### config.mk
export PLATFORM = sky130hd
export DESIGN_NAME = clk_sleep_ctrl
export DESIGN_NICKNAME = d
export VERILOG_FILES = /design/src/rtl/clk_sleep_ctrl.v
export VERILOG_INCLUDE_DIRS = /design/src /design/src/rtl
export SDC_FILE = /design/constraint.sdc
export NUM_CORES = 1
export LEC_CHECK = 0
export BUFFER_PORTS_ARGS = -buffer_cell sky130_fd_sc_hd__clkbuf_2
export CORE_UTILIZATION = 35
export DETAILED_ROUTE_END_ITERATION = 12
export GPL_TIMING_DRIVEN = 0
export HOLD_SLACK_MARGIN = 0.15
export PLACE_DENSITY = 0.62
export RECOVER_POWER = 25
export SETUP_SLACK_MARGIN = 0.02
export SYNTH_ARGS = -nofsm -noshare
export SYNTH_HDL_FRONTEND = slang
export SYNTH_SLANG_ARGS = --single-unit
### constraint.sdc
create_clock -name clock -period 1.9 [get_ports clock]
set_input_delay 0.38 -clock clock [delete_from_list [all_inputs] [get_ports clock]]
set_output_delay 0.38 -clock clock [all_outputs]
set_load 0.05 [all_outputs]
### src/rtl/clk_sleep_defines.vh
// Purpose: constants for the clock and sleep control block
// Assumes: 8-bit register port, byte addresses as printed
// Notes: field positions and reset values used by the design; the bench repeats them as literals
// Function
// - PLL lock flag is read-only bit 0; upper bits read zero.
// - Clock control bit 7 powers the PLL; reset 0.
// - Clock control bit 6 powers the bandgap; reset 0.
// - Bits 5:4 scale ADC sample clock 204.8 kHz by 1, 2, 4.
// - Bits 3:2 scale metering clock 819.2 kHz by 1, 2, 4.
// - Bits 1:0 scale CPU clock 819.2 kHz by 1, 2, 4, 8.
// - PLL control bit 6 doubles CPU clock; bit 7 doubles again with bit 6.
// - Analog state bit 7 is 1 when crystal stopped and RC clock feeds all.
// - Analog state bit 5 shows comparator B output.
// - Three system states: oscillator, working, sleeping.
// - Level 1 or 2 reset enters oscillator state on crystal clock.
// - Working state has PLL enabled driving main clock.
// - Clear hold bit, select oscillator, stop main clock: enter sleep.
// - Default wake applies reset and returns to oscillator state.
// - Wake-without-reset resumes; clears only sleep selects and two flags.
// - Sleep has light and deep sub-states chosen by sleep select bits.
// - Light sleep ends on IO/RTC wake, energy pulse or power recovery.
`ifndef CLK_SLEEP_DEFINES_VH
`define CLK_SLEEP_DEFINES_VH
`define ADDR_PLL_LOCK 16'h00A3
`define ADDR_SYS_STATE 16'h00A1
`define ADDR_IO_WAKE 16'h00C9
`define ADDR_SYS_CTRL 16'h0080
`define ADDR_CLK_CTRL 16'h2867
`define ADDR_PLL_CTRL 16'h2868
`define ADDR_ANA_STATE 16'h286B
`define ADDR_CLK_SRC 16'h2870
`define BIT_PLL_EN 7
`define BIT_BG_EN 6
`define BIT_DBL2 7
`define BIT_DBL1 6
`define BIT_XTAL_STOP 7
`define BIT_CMPB 5
`define BIT_HOLD 0
`define BIT_WAKE_NR 0
`define BIT_SRC_PLL 0
`define BIT_CLK_RUN 1
`define FLD_ADC_HI 5
`define FLD_ADC_LO 4
`define FLD_MTR_HI 3
`define FLD_MTR_LO 2
`define FLD_CPU_HI 1
`define FLD_CPU_LO 0
`define FLD_SYS_HI 7
`define FLD_SYS_LO 4
`define SYS_SEL_DEEP 3
`define RST_PLL_DBL 2'h0
`define RST_HOLD 1'b1
`define RST_WAKE_NR 1'b0
`define RST_SYS_CTRL 4'h0
`define RST_SRC_PLL 1'b0
`define RST_CLK_RUN 1'b1
`define BIT_SLP1 7
`define BIT_SLP0 6
`define BIT_FLAG_W 5
`define BIT_FLAG_S 4
`define ANA_FIXED 3'h5
`define RST_CLK_CTRL 8'h00
`define RST_PLL_CTRL 8'h00
`define ST_OSC 2'h0
`define ST_WORK 2'h1
`define ST_LIGHT 2'h2
`define ST_DEEP 2'h3
`endif

### src/rtl/clk_sleep_ctrl.v
// Purpose: PLL, rate select and sleep/wake control
// Assumes: one clock, synchronous reset, single-cycle register port
// Notes: rate outputs are multiplier exponents, not clocks
//
// Decided for this implementation: the strobed register port.
`timescale 1ns/1ps
`include "clk_sleep_defines.vh"
module clk_sleep_ctrl
(
	// Clock and reset
	input wire clock,
	input wire rst,
	// Register port
	input wire [15:0] addr,
	input wire [7:0] wdata,
	input wire wr,
	input wire rd,
	output reg [7:0] rdata,
	// Analog status
	input wire pll_lock_in,
	input wire xtal_stopped,
	input wire comparator_b_output,
	// Wake sources
	input wire io_rtc_wake,
	input wire energy_pulse_output,
	input wire power_recovery,
	input wire deep_wake,
	// Controls out
	output wire pll_power_enable,
	output wire bandgap_power_enable,
	output wire [1:0] adc_rate_select,
	output wire [1:0] metering_rate_select,
	output reg [3:0] cpu_rate_exp,
	output wire main_clock_from_pll,
	output wire main_clock_run,
	output wire [1:0] system_state,
	output reg wake_reset
);
	// Clock control register and its next value
	reg [7:0] clk_ctrl_r;
	reg [7:0] clk_ctrl_nxt;
	// CPU doubler pair
	reg [1:0] pll_dbl_r;
	reg [1:0] pll_dbl_nxt;
	// Power-up hold bit
	reg hold_r;
	reg hold_nxt;
	// Wake-without-reset bit
	reg wake_nr_r;
	reg wake_nr_nxt;
	// Sleep selects and system-control flags
	reg [3:0] sys_ctrl_r;
	reg [3:0] sys_ctrl_nxt;
	// Main clock source and run bits
	reg src_pll_r;
	reg src_pll_nxt;
	reg clk_on_r;
	reg clk_on_nxt;
	// System state
	reg [1:0] state_r;
	reg [1:0] state_nxt;
	// Read path and wake pulse
	reg [7:0] rdata_nxt;
	reg wake_reset_nxt;
	// Wake qualifiers, masked lock and PLL enable
	reg wake;
	wire soft_reset;
	wire lock;
	wire pll_en;
	// Address hits
	wire hit_lock;
	wire hit_clk_ctrl;
	wire hit_pll_ctrl;
	wire hit_ana_state;
	wire hit_sys_state;
	wire hit_io_wake;
	wire hit_sys_ctrl;
	wire hit_clk_src;
	// Write enables
	wire wr_ok;
	wire wr_clk_ctrl;
	wire wr_pll_ctrl;
	wire wr_sys_state;
	wire wr_io_wake;
	wire wr_sys_ctrl;
	wire wr_clk_src;
	// State conditions
	wire go_work;
	wire go_sleep;
	wire leave_work;
	wire light_wake_ev;
	wire deep_wake_ev;

	assign hit_lock = (addr == `ADDR_PLL_LOCK);
	assign hit_clk_ctrl = (addr == `ADDR_CLK_CTRL);
	assign hit_pll_ctrl = (addr == `ADDR_PLL_CTRL);
	assign hit_ana_state = (addr == `ADDR_ANA_STATE);
	assign hit_sys_state = (addr == `ADDR_SYS_STATE);
	assign hit_io_wake = (addr == `ADDR_IO_WAKE);
	assign hit_sys_ctrl = (addr == `ADDR_SYS_CTRL);
	assign hit_clk_src = (addr == `ADDR_CLK_SRC);

	// Writes in a wake cycle are dropped
	assign wr_ok = wr & ~wake;
	assign wr_clk_ctrl = wr_ok & hit_clk_ctrl;
	assign wr_pll_ctrl = wr_ok & hit_pll_ctrl;
	assign wr_sys_state = wr_ok & hit_sys_state;
	assign wr_io_wake = wr_ok & hit_io_wake;
	assign wr_sys_ctrl = wr_ok & hit_sys_ctrl;
	assign wr_clk_src = wr_ok & hit_clk_src;

	// Wake with reset reloads every reset value except rdata and wake_reset
	assign soft_reset = wake & ~wake_nr_r;

	assign pll_en = clk_ctrl_r[`BIT_PLL_EN];
	assign pll_power_enable = pll_en;
	assign bandgap_power_enable = clk_ctrl_r[`BIT_BG_EN];
	assign adc_rate_select = clk_ctrl_r[`FLD_ADC_HI:`FLD_ADC_LO];
	assign metering_rate_select = clk_ctrl_r[`FLD_MTR_HI:`FLD_MTR_LO];
	// Lock is masked while the PLL is off
	assign lock = pll_lock_in & pll_en;
	assign main_clock_from_pll = src_pll_r;
	assign main_clock_run = clk_on_r;
	assign system_state = state_r;

	assign go_work = src_pll_r & pll_en & clk_on_r;
	assign go_sleep = ~hold_r & ~src_pll_r & ~clk_on_r;
	assign leave_work = ~src_pll_r | ~pll_en;
	assign light_wake_ev = io_rtc_wake | energy_pulse_output | power_recovery;
	assign deep_wake_ev = deep_wake | power_recovery;

	// CPU multiplier exponent plus doublers
	always @*
	begin
		cpu_rate_exp = {2'h0, clk_ctrl_r[`FLD_CPU_HI:`FLD_CPU_LO]};
		if (pll_dbl_r[0])
		begin
			cpu_rate_exp = cpu_rate_exp + 4'h1;
			if (pll_dbl_r[1])
			begin
				cpu_rate_exp = cpu_rate_exp + 4'h1;
			end
		end
	end

	// State transitions
	always @*
	begin
		state_nxt = state_r;
		wake = 1'b0;
		case (state_r)
			`ST_OSC:
			begin
				if (go_work)
				begin
					state_nxt = `ST_WORK;
				end
				else if (go_sleep)
				begin
					if (sys_ctrl_r[`SYS_SEL_DEEP])
						state_nxt = `ST_DEEP;
					else
						state_nxt = `ST_LIGHT;
				end
			end
			`ST_WORK:
			begin
				if (leave_work)
				begin
					state_nxt = `ST_OSC;
				end
			end
			`ST_LIGHT:
			begin
				wake = light_wake_ev;
			end
			`ST_DEEP:
			begin
				wake = deep_wake_ev;
			end
			default:
			begin
				state_nxt = `ST_OSC;
			end
		endcase
		if (wake)
		begin
			state_nxt = `ST_OSC;
		end
	end

	always @(posedge clock)
	begin
		if (rst | soft_reset)
			state_r <= `ST_OSC;
		else
			state_r <= state_nxt;
	end

	// Clock control register
	always @*
	begin
		clk_ctrl_nxt = clk_ctrl_r;
		if (wr_clk_ctrl)
		begin
			clk_ctrl_nxt = wdata;
		end
	end

	always @(posedge clock)
	begin
		if (rst | soft_reset)
			clk_ctrl_r <= `RST_CLK_CTRL;
		else
			clk_ctrl_r <= clk_ctrl_nxt;
	end

	// PLL control doublers
	always @*
	begin
		pll_dbl_nxt = pll_dbl_r;
		if (wr_pll_ctrl)
		begin
			pll_dbl_nxt = wdata[`BIT_DBL2:`BIT_DBL1];
		end
	end

	always @(posedge clock)
	begin
		if (rst | soft_reset)
			pll_dbl_r <= `RST_PLL_DBL;
		else
			pll_dbl_r <= pll_dbl_nxt;
	end

	// Power-up hold; cleared by software before sleep
	always @*
	begin
		hold_nxt = hold_r;
		if (wr_sys_state)
		begin
			hold_nxt = wdata[`BIT_HOLD];
		end
	end

	always @(posedge clock)
	begin
		if (rst | soft_reset)
			hold_r <= `RST_HOLD;
		else
			hold_r <= hold_nxt;
	end

	// Wake-without-reset select
	always @*
	begin
		wake_nr_nxt = wake_nr_r;
		if (wr_io_wake)
		begin
			wake_nr_nxt = wdata[`BIT_WAKE_NR];
		end
	end

	always @(posedge clock)
	begin
		if (rst | soft_reset)
			wake_nr_r <= `RST_WAKE_NR;
		else
			wake_nr_r <= wake_nr_nxt;
	end

	// Sleep selects and flags; any wake clears them
	always @*
	begin
		sys_ctrl_nxt = sys_ctrl_r;
		if (wake)
		begin
			sys_ctrl_nxt = 4'h0;
		end
		else if (wr_sys_ctrl)
		begin
			sys_ctrl_nxt = wdata[`FLD_SYS_HI:`FLD_SYS_LO];
		end
	end

	always @(posedge clock)
	begin
		if (rst | soft_reset)
			sys_ctrl_r <= `RST_SYS_CTRL;
		else
			sys_ctrl_r <= sys_ctrl_nxt;
	end

	// Main clock source select
	always @*
	begin
		src_pll_nxt = src_pll_r;
		if (wr_clk_src)
		begin
			src_pll_nxt = wdata[`BIT_SRC_PLL];
		end
	end

	always @(posedge clock)
	begin
		if (rst | soft_reset)
			src_pll_r <= `RST_SRC_PLL;
		else
			src_pll_r <= src_pll_nxt;
	end

	// Main clock run; a wake restarts it
	always @*
	begin
		clk_on_nxt = clk_on_r;
		if (wake)
		begin
			clk_on_nxt = 1'b1;
		end
		else if (wr_clk_src)
		begin
			clk_on_nxt = wdata[`BIT_CLK_RUN];
		end
	end

	always @(posedge clock)
	begin
		if (rst | soft_reset)
			clk_on_r <= `RST_CLK_RUN;
		else
			clk_on_r <= clk_on_nxt;
	end

	// One-cycle pulse after a wake with reset
	always @*
	begin
		wake_reset_nxt = soft_reset;
	end

	always @(posedge clock)
	begin
		if (rst)
			wake_reset <= 1'b0;
		else
			wake_reset <= wake_reset_nxt;
	end

	// Read mux; idle cycles return zero
	always @*
	begin
		rdata_nxt = 8'h00;
		if (rd)
		begin
			if (hit_lock)
				rdata_nxt = {7'h00, lock};
			else if (hit_clk_ctrl)
				rdata_nxt = clk_ctrl_r;
			else if (hit_pll_ctrl)
				rdata_nxt = {pll_dbl_r, 6'h00};
			else if (hit_ana_state)
				rdata_nxt = {xtal_stopped, 1'b0, comparator_b_output, `ANA_FIXED, 2'h0};
			else if (hit_sys_state)
				rdata_nxt = {7'h00, hold_r};
			else if (hit_io_wake)
				rdata_nxt = {7'h00, wake_nr_r};
			else if (hit_sys_ctrl)
				rdata_nxt = {sys_ctrl_r, 4'h0};
			else if (hit_clk_src)
				rdata_nxt = {6'h00, clk_on_r, src_pll_r};
			else
				rdata_nxt = 8'h00;
		end
	end

	// Read data one cycle after strobe
	always @(posedge clock)
	begin
		if (rst)
			rdata <= 8'h00;
		else
			rdata <= rdata_nxt;
	end
endmodule

=== After elaboration in Yosys (flattened, before gate mapping) ===
Index checks and enable logic that the tools add are counted.

* Register bits after elaboration: 29
* Input port bits: 35
* Output and inout port bits: 23
* Logic and storage cells: 73

* Add/subtract/negate cells: 2
* Eq/ne operators: 13
* Mux-type cells: 16
* Bitwise gates (word level): 25
* Reduce and logical (&&, ||, !) cells: 6

{| class="wikitable"
|+ Operators by type and width
! cell !! count
|-
| $eq A16 B14 Y1 const B || 4
|-
| $eq A16 B8 Y1 const B || 4
|-
| $mux W8 || 6
|-
| $and A1 B1 Y1 || 13
|-
| $mux W2 || 4
|-
| $mux W4 || 2
|-
| $not A1 Y1 || 7
|-
| $or A1 B1 Y1 || 5
|-
| $add A3 B1 Y4 const B || 1
|-
| $eq A2 B2 Y1 const B || 2
|-
| $pmux W2 S2 || 1
|-
| $reduce_or A2 Y1 || 2
|-
| $add A2 B1 Y3 const B || 1
|-
| $ne A3 B3 Y1 const B || 1
|-
| $reduce_and A3 Y1 || 1
|-
| $reduce_or A3 Y1 || 1
|-
| $eq A2 B1 Y1 const B || 1
|-
| $logic_not A2 Y1 || 1
|-
| $mux W1 || 2
|-
| $ne A2 B2 Y1 const B || 1
|-
| $pmux W1 S2 || 1
|-
| $reduce_bool A2 Y1 || 1
|}

=== Logic depth before layout (Yosys ltp) ===
* Depth after elaboration: 9
* Mapped depth: 6

=== Least setup slack after synthesis ===
No wires, ideal clock.

* Kind: input -> register
* Start point: input port addr[11]
* End point: register sys_ctrl_r[0]
* Arrival: 1.834 ns
* Required time: 1.779 ns
* Slack: -0.055 ns
* Stages: 5
* Buffers on the path: 1
* Path through: or4b_1 buf_2 or4_1 o21ai_0 a21oi_1

* Cells in the longest elaborated chain, start to end: 2

{| class="wikitable"
|+ RTL lines
! element !! RTL line !! RTL
|-
| start, declared || clk_sleep_ctrl.v:14 || <nowiki>input wire [15:0] addr,</nowiki>
|-
| $eq A16 B8 Y1 (no source line) || -- ||
|-
| $and A1 B1 Y1 || clk_sleep_ctrl.v:109 || <nowiki>assign wr_sys_ctrl = wr_ok & hit_sys_ctrl;</nowiki>
|-
| end signal, assigned || clk_sleep_ctrl.v:289 || <nowiki>sys_ctrl_r <= `RST_SYS_CTRL;</nowiki>
|-
| end signal, assigned || clk_sleep_ctrl.v:291 || <nowiki>sys_ctrl_r <= sys_ctrl_nxt;</nowiki>
|-
| end, declared || clk_sleep_ctrl.v:52 || <nowiki>reg [3:0] sys_ctrl_r;</nowiki>
|}

Every way passes these cells.
A chain may end at the register's enable or synchronous reset.

=== Final worst setup path ===
* Start point: input port addr[11]
* End point: register rdata[4]

* Cells in the longest elaborated chain, start to end: 7
* Elaborated cells on any way between the ends: 14
* Classes of those cells: 7 x eq/ne; 6 x mux; 1 x reduce/logical

{| class="wikitable"
|+ RTL lines
! element !! RTL line !! RTL
|-
| $eq A16 B8 Y1 (no source line) || -- ||
|-
| $mux W8 || clk_sleep_ctrl.v:366 || <nowiki>else if (hit_sys_ctrl)</nowiki>
|-
| $mux W8 || clk_sleep_ctrl.v:364 || <nowiki>else if (hit_io_wake)</nowiki>
|-
| $mux W8 || clk_sleep_ctrl.v:362 || <nowiki>else if (hit_sys_state)</nowiki>
|-
| $mux W8 || clk_sleep_ctrl.v:360 || <nowiki>else if (hit_ana_state)</nowiki>
|-
| $mux W8 || clk_sleep_ctrl.v:358 || <nowiki>else if (hit_pll_ctrl)</nowiki>
|-
| $mux W8 || clk_sleep_ctrl.v:356 || <nowiki>else if (hit_clk_ctrl)</nowiki>
|-
| end signal, assigned || clk_sleep_ctrl.v:381 || <nowiki>rdata <= rdata_nxt;</nowiki>
|-
| end, declared || clk_sleep_ctrl.v:18 || <nowiki>output reg [7:0] rdata,</nowiki>
|}

Parallel ways exist; a longest one is shown, timed or not.

==> impl_metrics.json <==
{
  "hp-class": "in2reg",
  "finalCriticalPeriod_ns": 1.85,
  "clk_pin_slew_ns": 0.06,
  "clock_path_buffers": 2,
  "final-seq-area_um2": 583,
  "synth.ff_latch_count": 29,
  "io_pins": 58,
  "leakage_nw": 0.897,
  "via_per_inst": 5.64,
  "rsz0062_at_grt": "yes",
  "synthCells": 191,
  "grt_use_total_pct": 19.9,
  "hold_ws_ns": 0.306,
  "crit_family": "simple AND/OR/NAND/NOR gates",
  "drt-initial-drc-count": 134,
  "finalCritPeriodShare_pct": 97.6,
  "overflow": 0,
  "violations": "DRC",
  "chipHeight_um": 71.1,
  "die-area_um2": 5060,
  "drv_cap": 0,
  "grt_pass1_wl_mm": 7.70,
  "routedWlPerCell_um": 15.4,
  "crit_buf_inv": 3,
  "ant_nets": 0,
  "relSlewSlack_pct": 60.4,
  "drc_errors": 3,
  "dp_hpwl_mm": 3.45,
  "synth-edff-count": 0,
  "worst_path_largest_cell_delay_ns": 0.54,
  "arrival_ns": 2.04,
  "status": "finished, violations left",
  "layout_common_cells": "clkbuf_2 (41), dfxtp_1 (27), a21oi_1 (21), nand3_1 (20), o21ai_1 (14)",
  "slew_violations": 0,
  "drt-pass1-iter-count": 8,
  "cp_max_fo": 8,
  "cts_buffers": 5,
  "crit_type": "in2reg",
  "yosys_warnings": 0,
  "hold_buffers": 0,
  "power_mw": 1.30,
  "path_cells": "clkbuf_2 -> or4b_1 -> buf_6 -> nor4_2 -> or2_2 -> buf_2 -> o21ba_2",
  "synth_nets": 228,
  "grt_pass1_vias": 1540,
  "multi_input_area_um2": 1070,
  "start_util_pct": 37.4,
  "required_ns": 2.08,
  "ir_drop_uv": 338,
  "layout_commonest_cell": "clkbuf_2",
  "synth.distinct_cells": 53,
  "cts_max_level": 2,
  "final_cells": 311,
  "synth_ff_type": "dfxtp_1",
  "drive_gt1_share_pct": 37.5,
  "clock-sinks": 29,
  "crit_path_end_kind": "register",
  "placed_cells": 298,
  "antenna_found_initial": 0,
  "cts_tree": "done",
  "die_w_um": 71.1,
  "powerDensity_nw_per_um2": 566,
  "nets": 295,
  "nFillCells": 435,
  "async_flop_share_pct": 0,
  "area_delta_synth_final_pct": 37.4,
  "cpMaxStageDelayCell": "or4b_1",
  "vias": 1753,
  "clockRootBuffer": "clkbuf_8",
  "fin_worst_skew_ns": 0.00160,
  "rows": 24,
  "startpoint_type": "input port",
  "max_clock_freq_ghz": 0.539,
  "port-buffer-count": 55,
  "clock_latency_ns": 0.29,
  "synth_area_per_cell_um2": 8.75,
  "grt_max_degree": 11,
  "syn_area_um2": 1670,
  "antennaDiodeCount": 0,
  "wirelength_mm": 4.79,
  "worstMarginPinSlew_ns": 0.597,
  "setup_viol": 0,
  "core-area_um2": 4470,
  "tns_ns": 0,
  "hold_viol_final": 0,
  "yosysSeqAreaShare_pct": 34.7,
  "gp_congestion": 0.827
}
final cells by class:
cell class,count,area share [%]
buffer,15,5.61
timing repair buffer,60,14.1
clock inverter,1,0.218
inverter,5,0.926
multi-input combinational,142,46.7
tap,52,2.83
clock buffer,7,4.20
sequential,29,25.4
metal layers:
metal	routed length, um	GRT usage [%]	up-vias
li1	-	-	872
met1	2230	26.5	815
met2	2260	31.3	59
met3	224	4.13	7
met4	77	8.67	0
met5	0	0	-
cell families (layout without fill, tap and decap cells):
logic type                 after synthesis  after routing  share of synthesized area (%)
and+or+nand+nor                         75             75                           32.3
muxes                                    1              1                          0.674
buffers and inverters                   20             88                           6.66
xor gates and xnor gates                 4              4                           2.10
adders and majority gates                2              2                           1.50
AOI/OAI and AO/OA                       60             60                           22.1
DFF                                     29             29                           34.7
report_power, final:
group / internal, mW / leakage (nW) / switching (mW)
combinational: 0.0524 / 0.608 / 0.0760
sequential: 0.608 / 0.235 / 0.00000368
clock: 0.327 / 0.0542 / 0.236
total: 0.987 / 0.897 / 0.312
stage by stage:
stage          util [%]  cell area, um2  setup slack, ns
2_1_floorplan         -            1710          -0.0195
3_5_place_dp       45.8            2050           -0.377
4_1_cts            49.2            2200           0.0224
6_report           51.3            2300           0.0455
5_1_grt            51.3            2300          -0.0176
3_3_place_gp       45.8            2050           -0.391
cell usage after synthesis (all sizes together), types with 3 or more instances:
| library cell | count | area share [%] |
|---|---|---|
| dfxtp | 29 | 35 |
| a22oi | 3 | 1.3 |
| nor4 | 10 | 7.2 |
| nor4b | 3 | 1.6 |
| nand3 | 20 | 6.0 |
| o21ai | 17 | 5.1 |
| or4b | 3 | 2.0 |
| nor2b | 3 | 1.1 |
| nand2 | 4 | 0.90 |
| buf | 11 | 4.6 |
| nand4b | 4 | 2.1 |
| or4 | 7 | 3.4 |
| clkbuf | 4 | 0.90 |
| inv | 5 | 1.1 |
| nor2 | 6 | 1.3 |
| xnor2 | 3 | 1.6 |
| a21oi | 22 | 6.6 |
worst reg2reg max path, stage by stage, from the launching register on:
cell and delay (ns):
dfxtp_1 0.44, inv_1 0.10, o31ai_1 0.44, clkbuf_2 0.32, o21ai_0 0.11, a21oi_1 0.13
sequential cells by signal (all words and copies together) (netlist names):
name	flops
hold_r	1
clk_ctrl_r	8
system_state	2
wake_reset	1
rdata	8
main_clock_from_pll	1
pll_dbl_r	2
wake_nr_r	1
main_clock_run	1
sys_ctrl_r	4
repair_timing:
item                       in CTS  in global routing
pin swaps                       1                  7
resized for setup               9                 22
setup buffers                   1                  4
gates cloned                    0                  0
setup endpoints to repair      13                 19
worst paths after layout:
kind | from | end | slack (ns) | cells past startpoint
min | rst | wake_reset | 0.31 | 2
min reg2reg | clk_ctrl_r[3] | rdata[3] | 0.44 | 2
max reg2reg | system_state[1] | pll_dbl_r[0] | 0.28 | 5
max | addr[11] | rdata[4] | 0.05 | 7
Power figures use the tool's default switching activity.
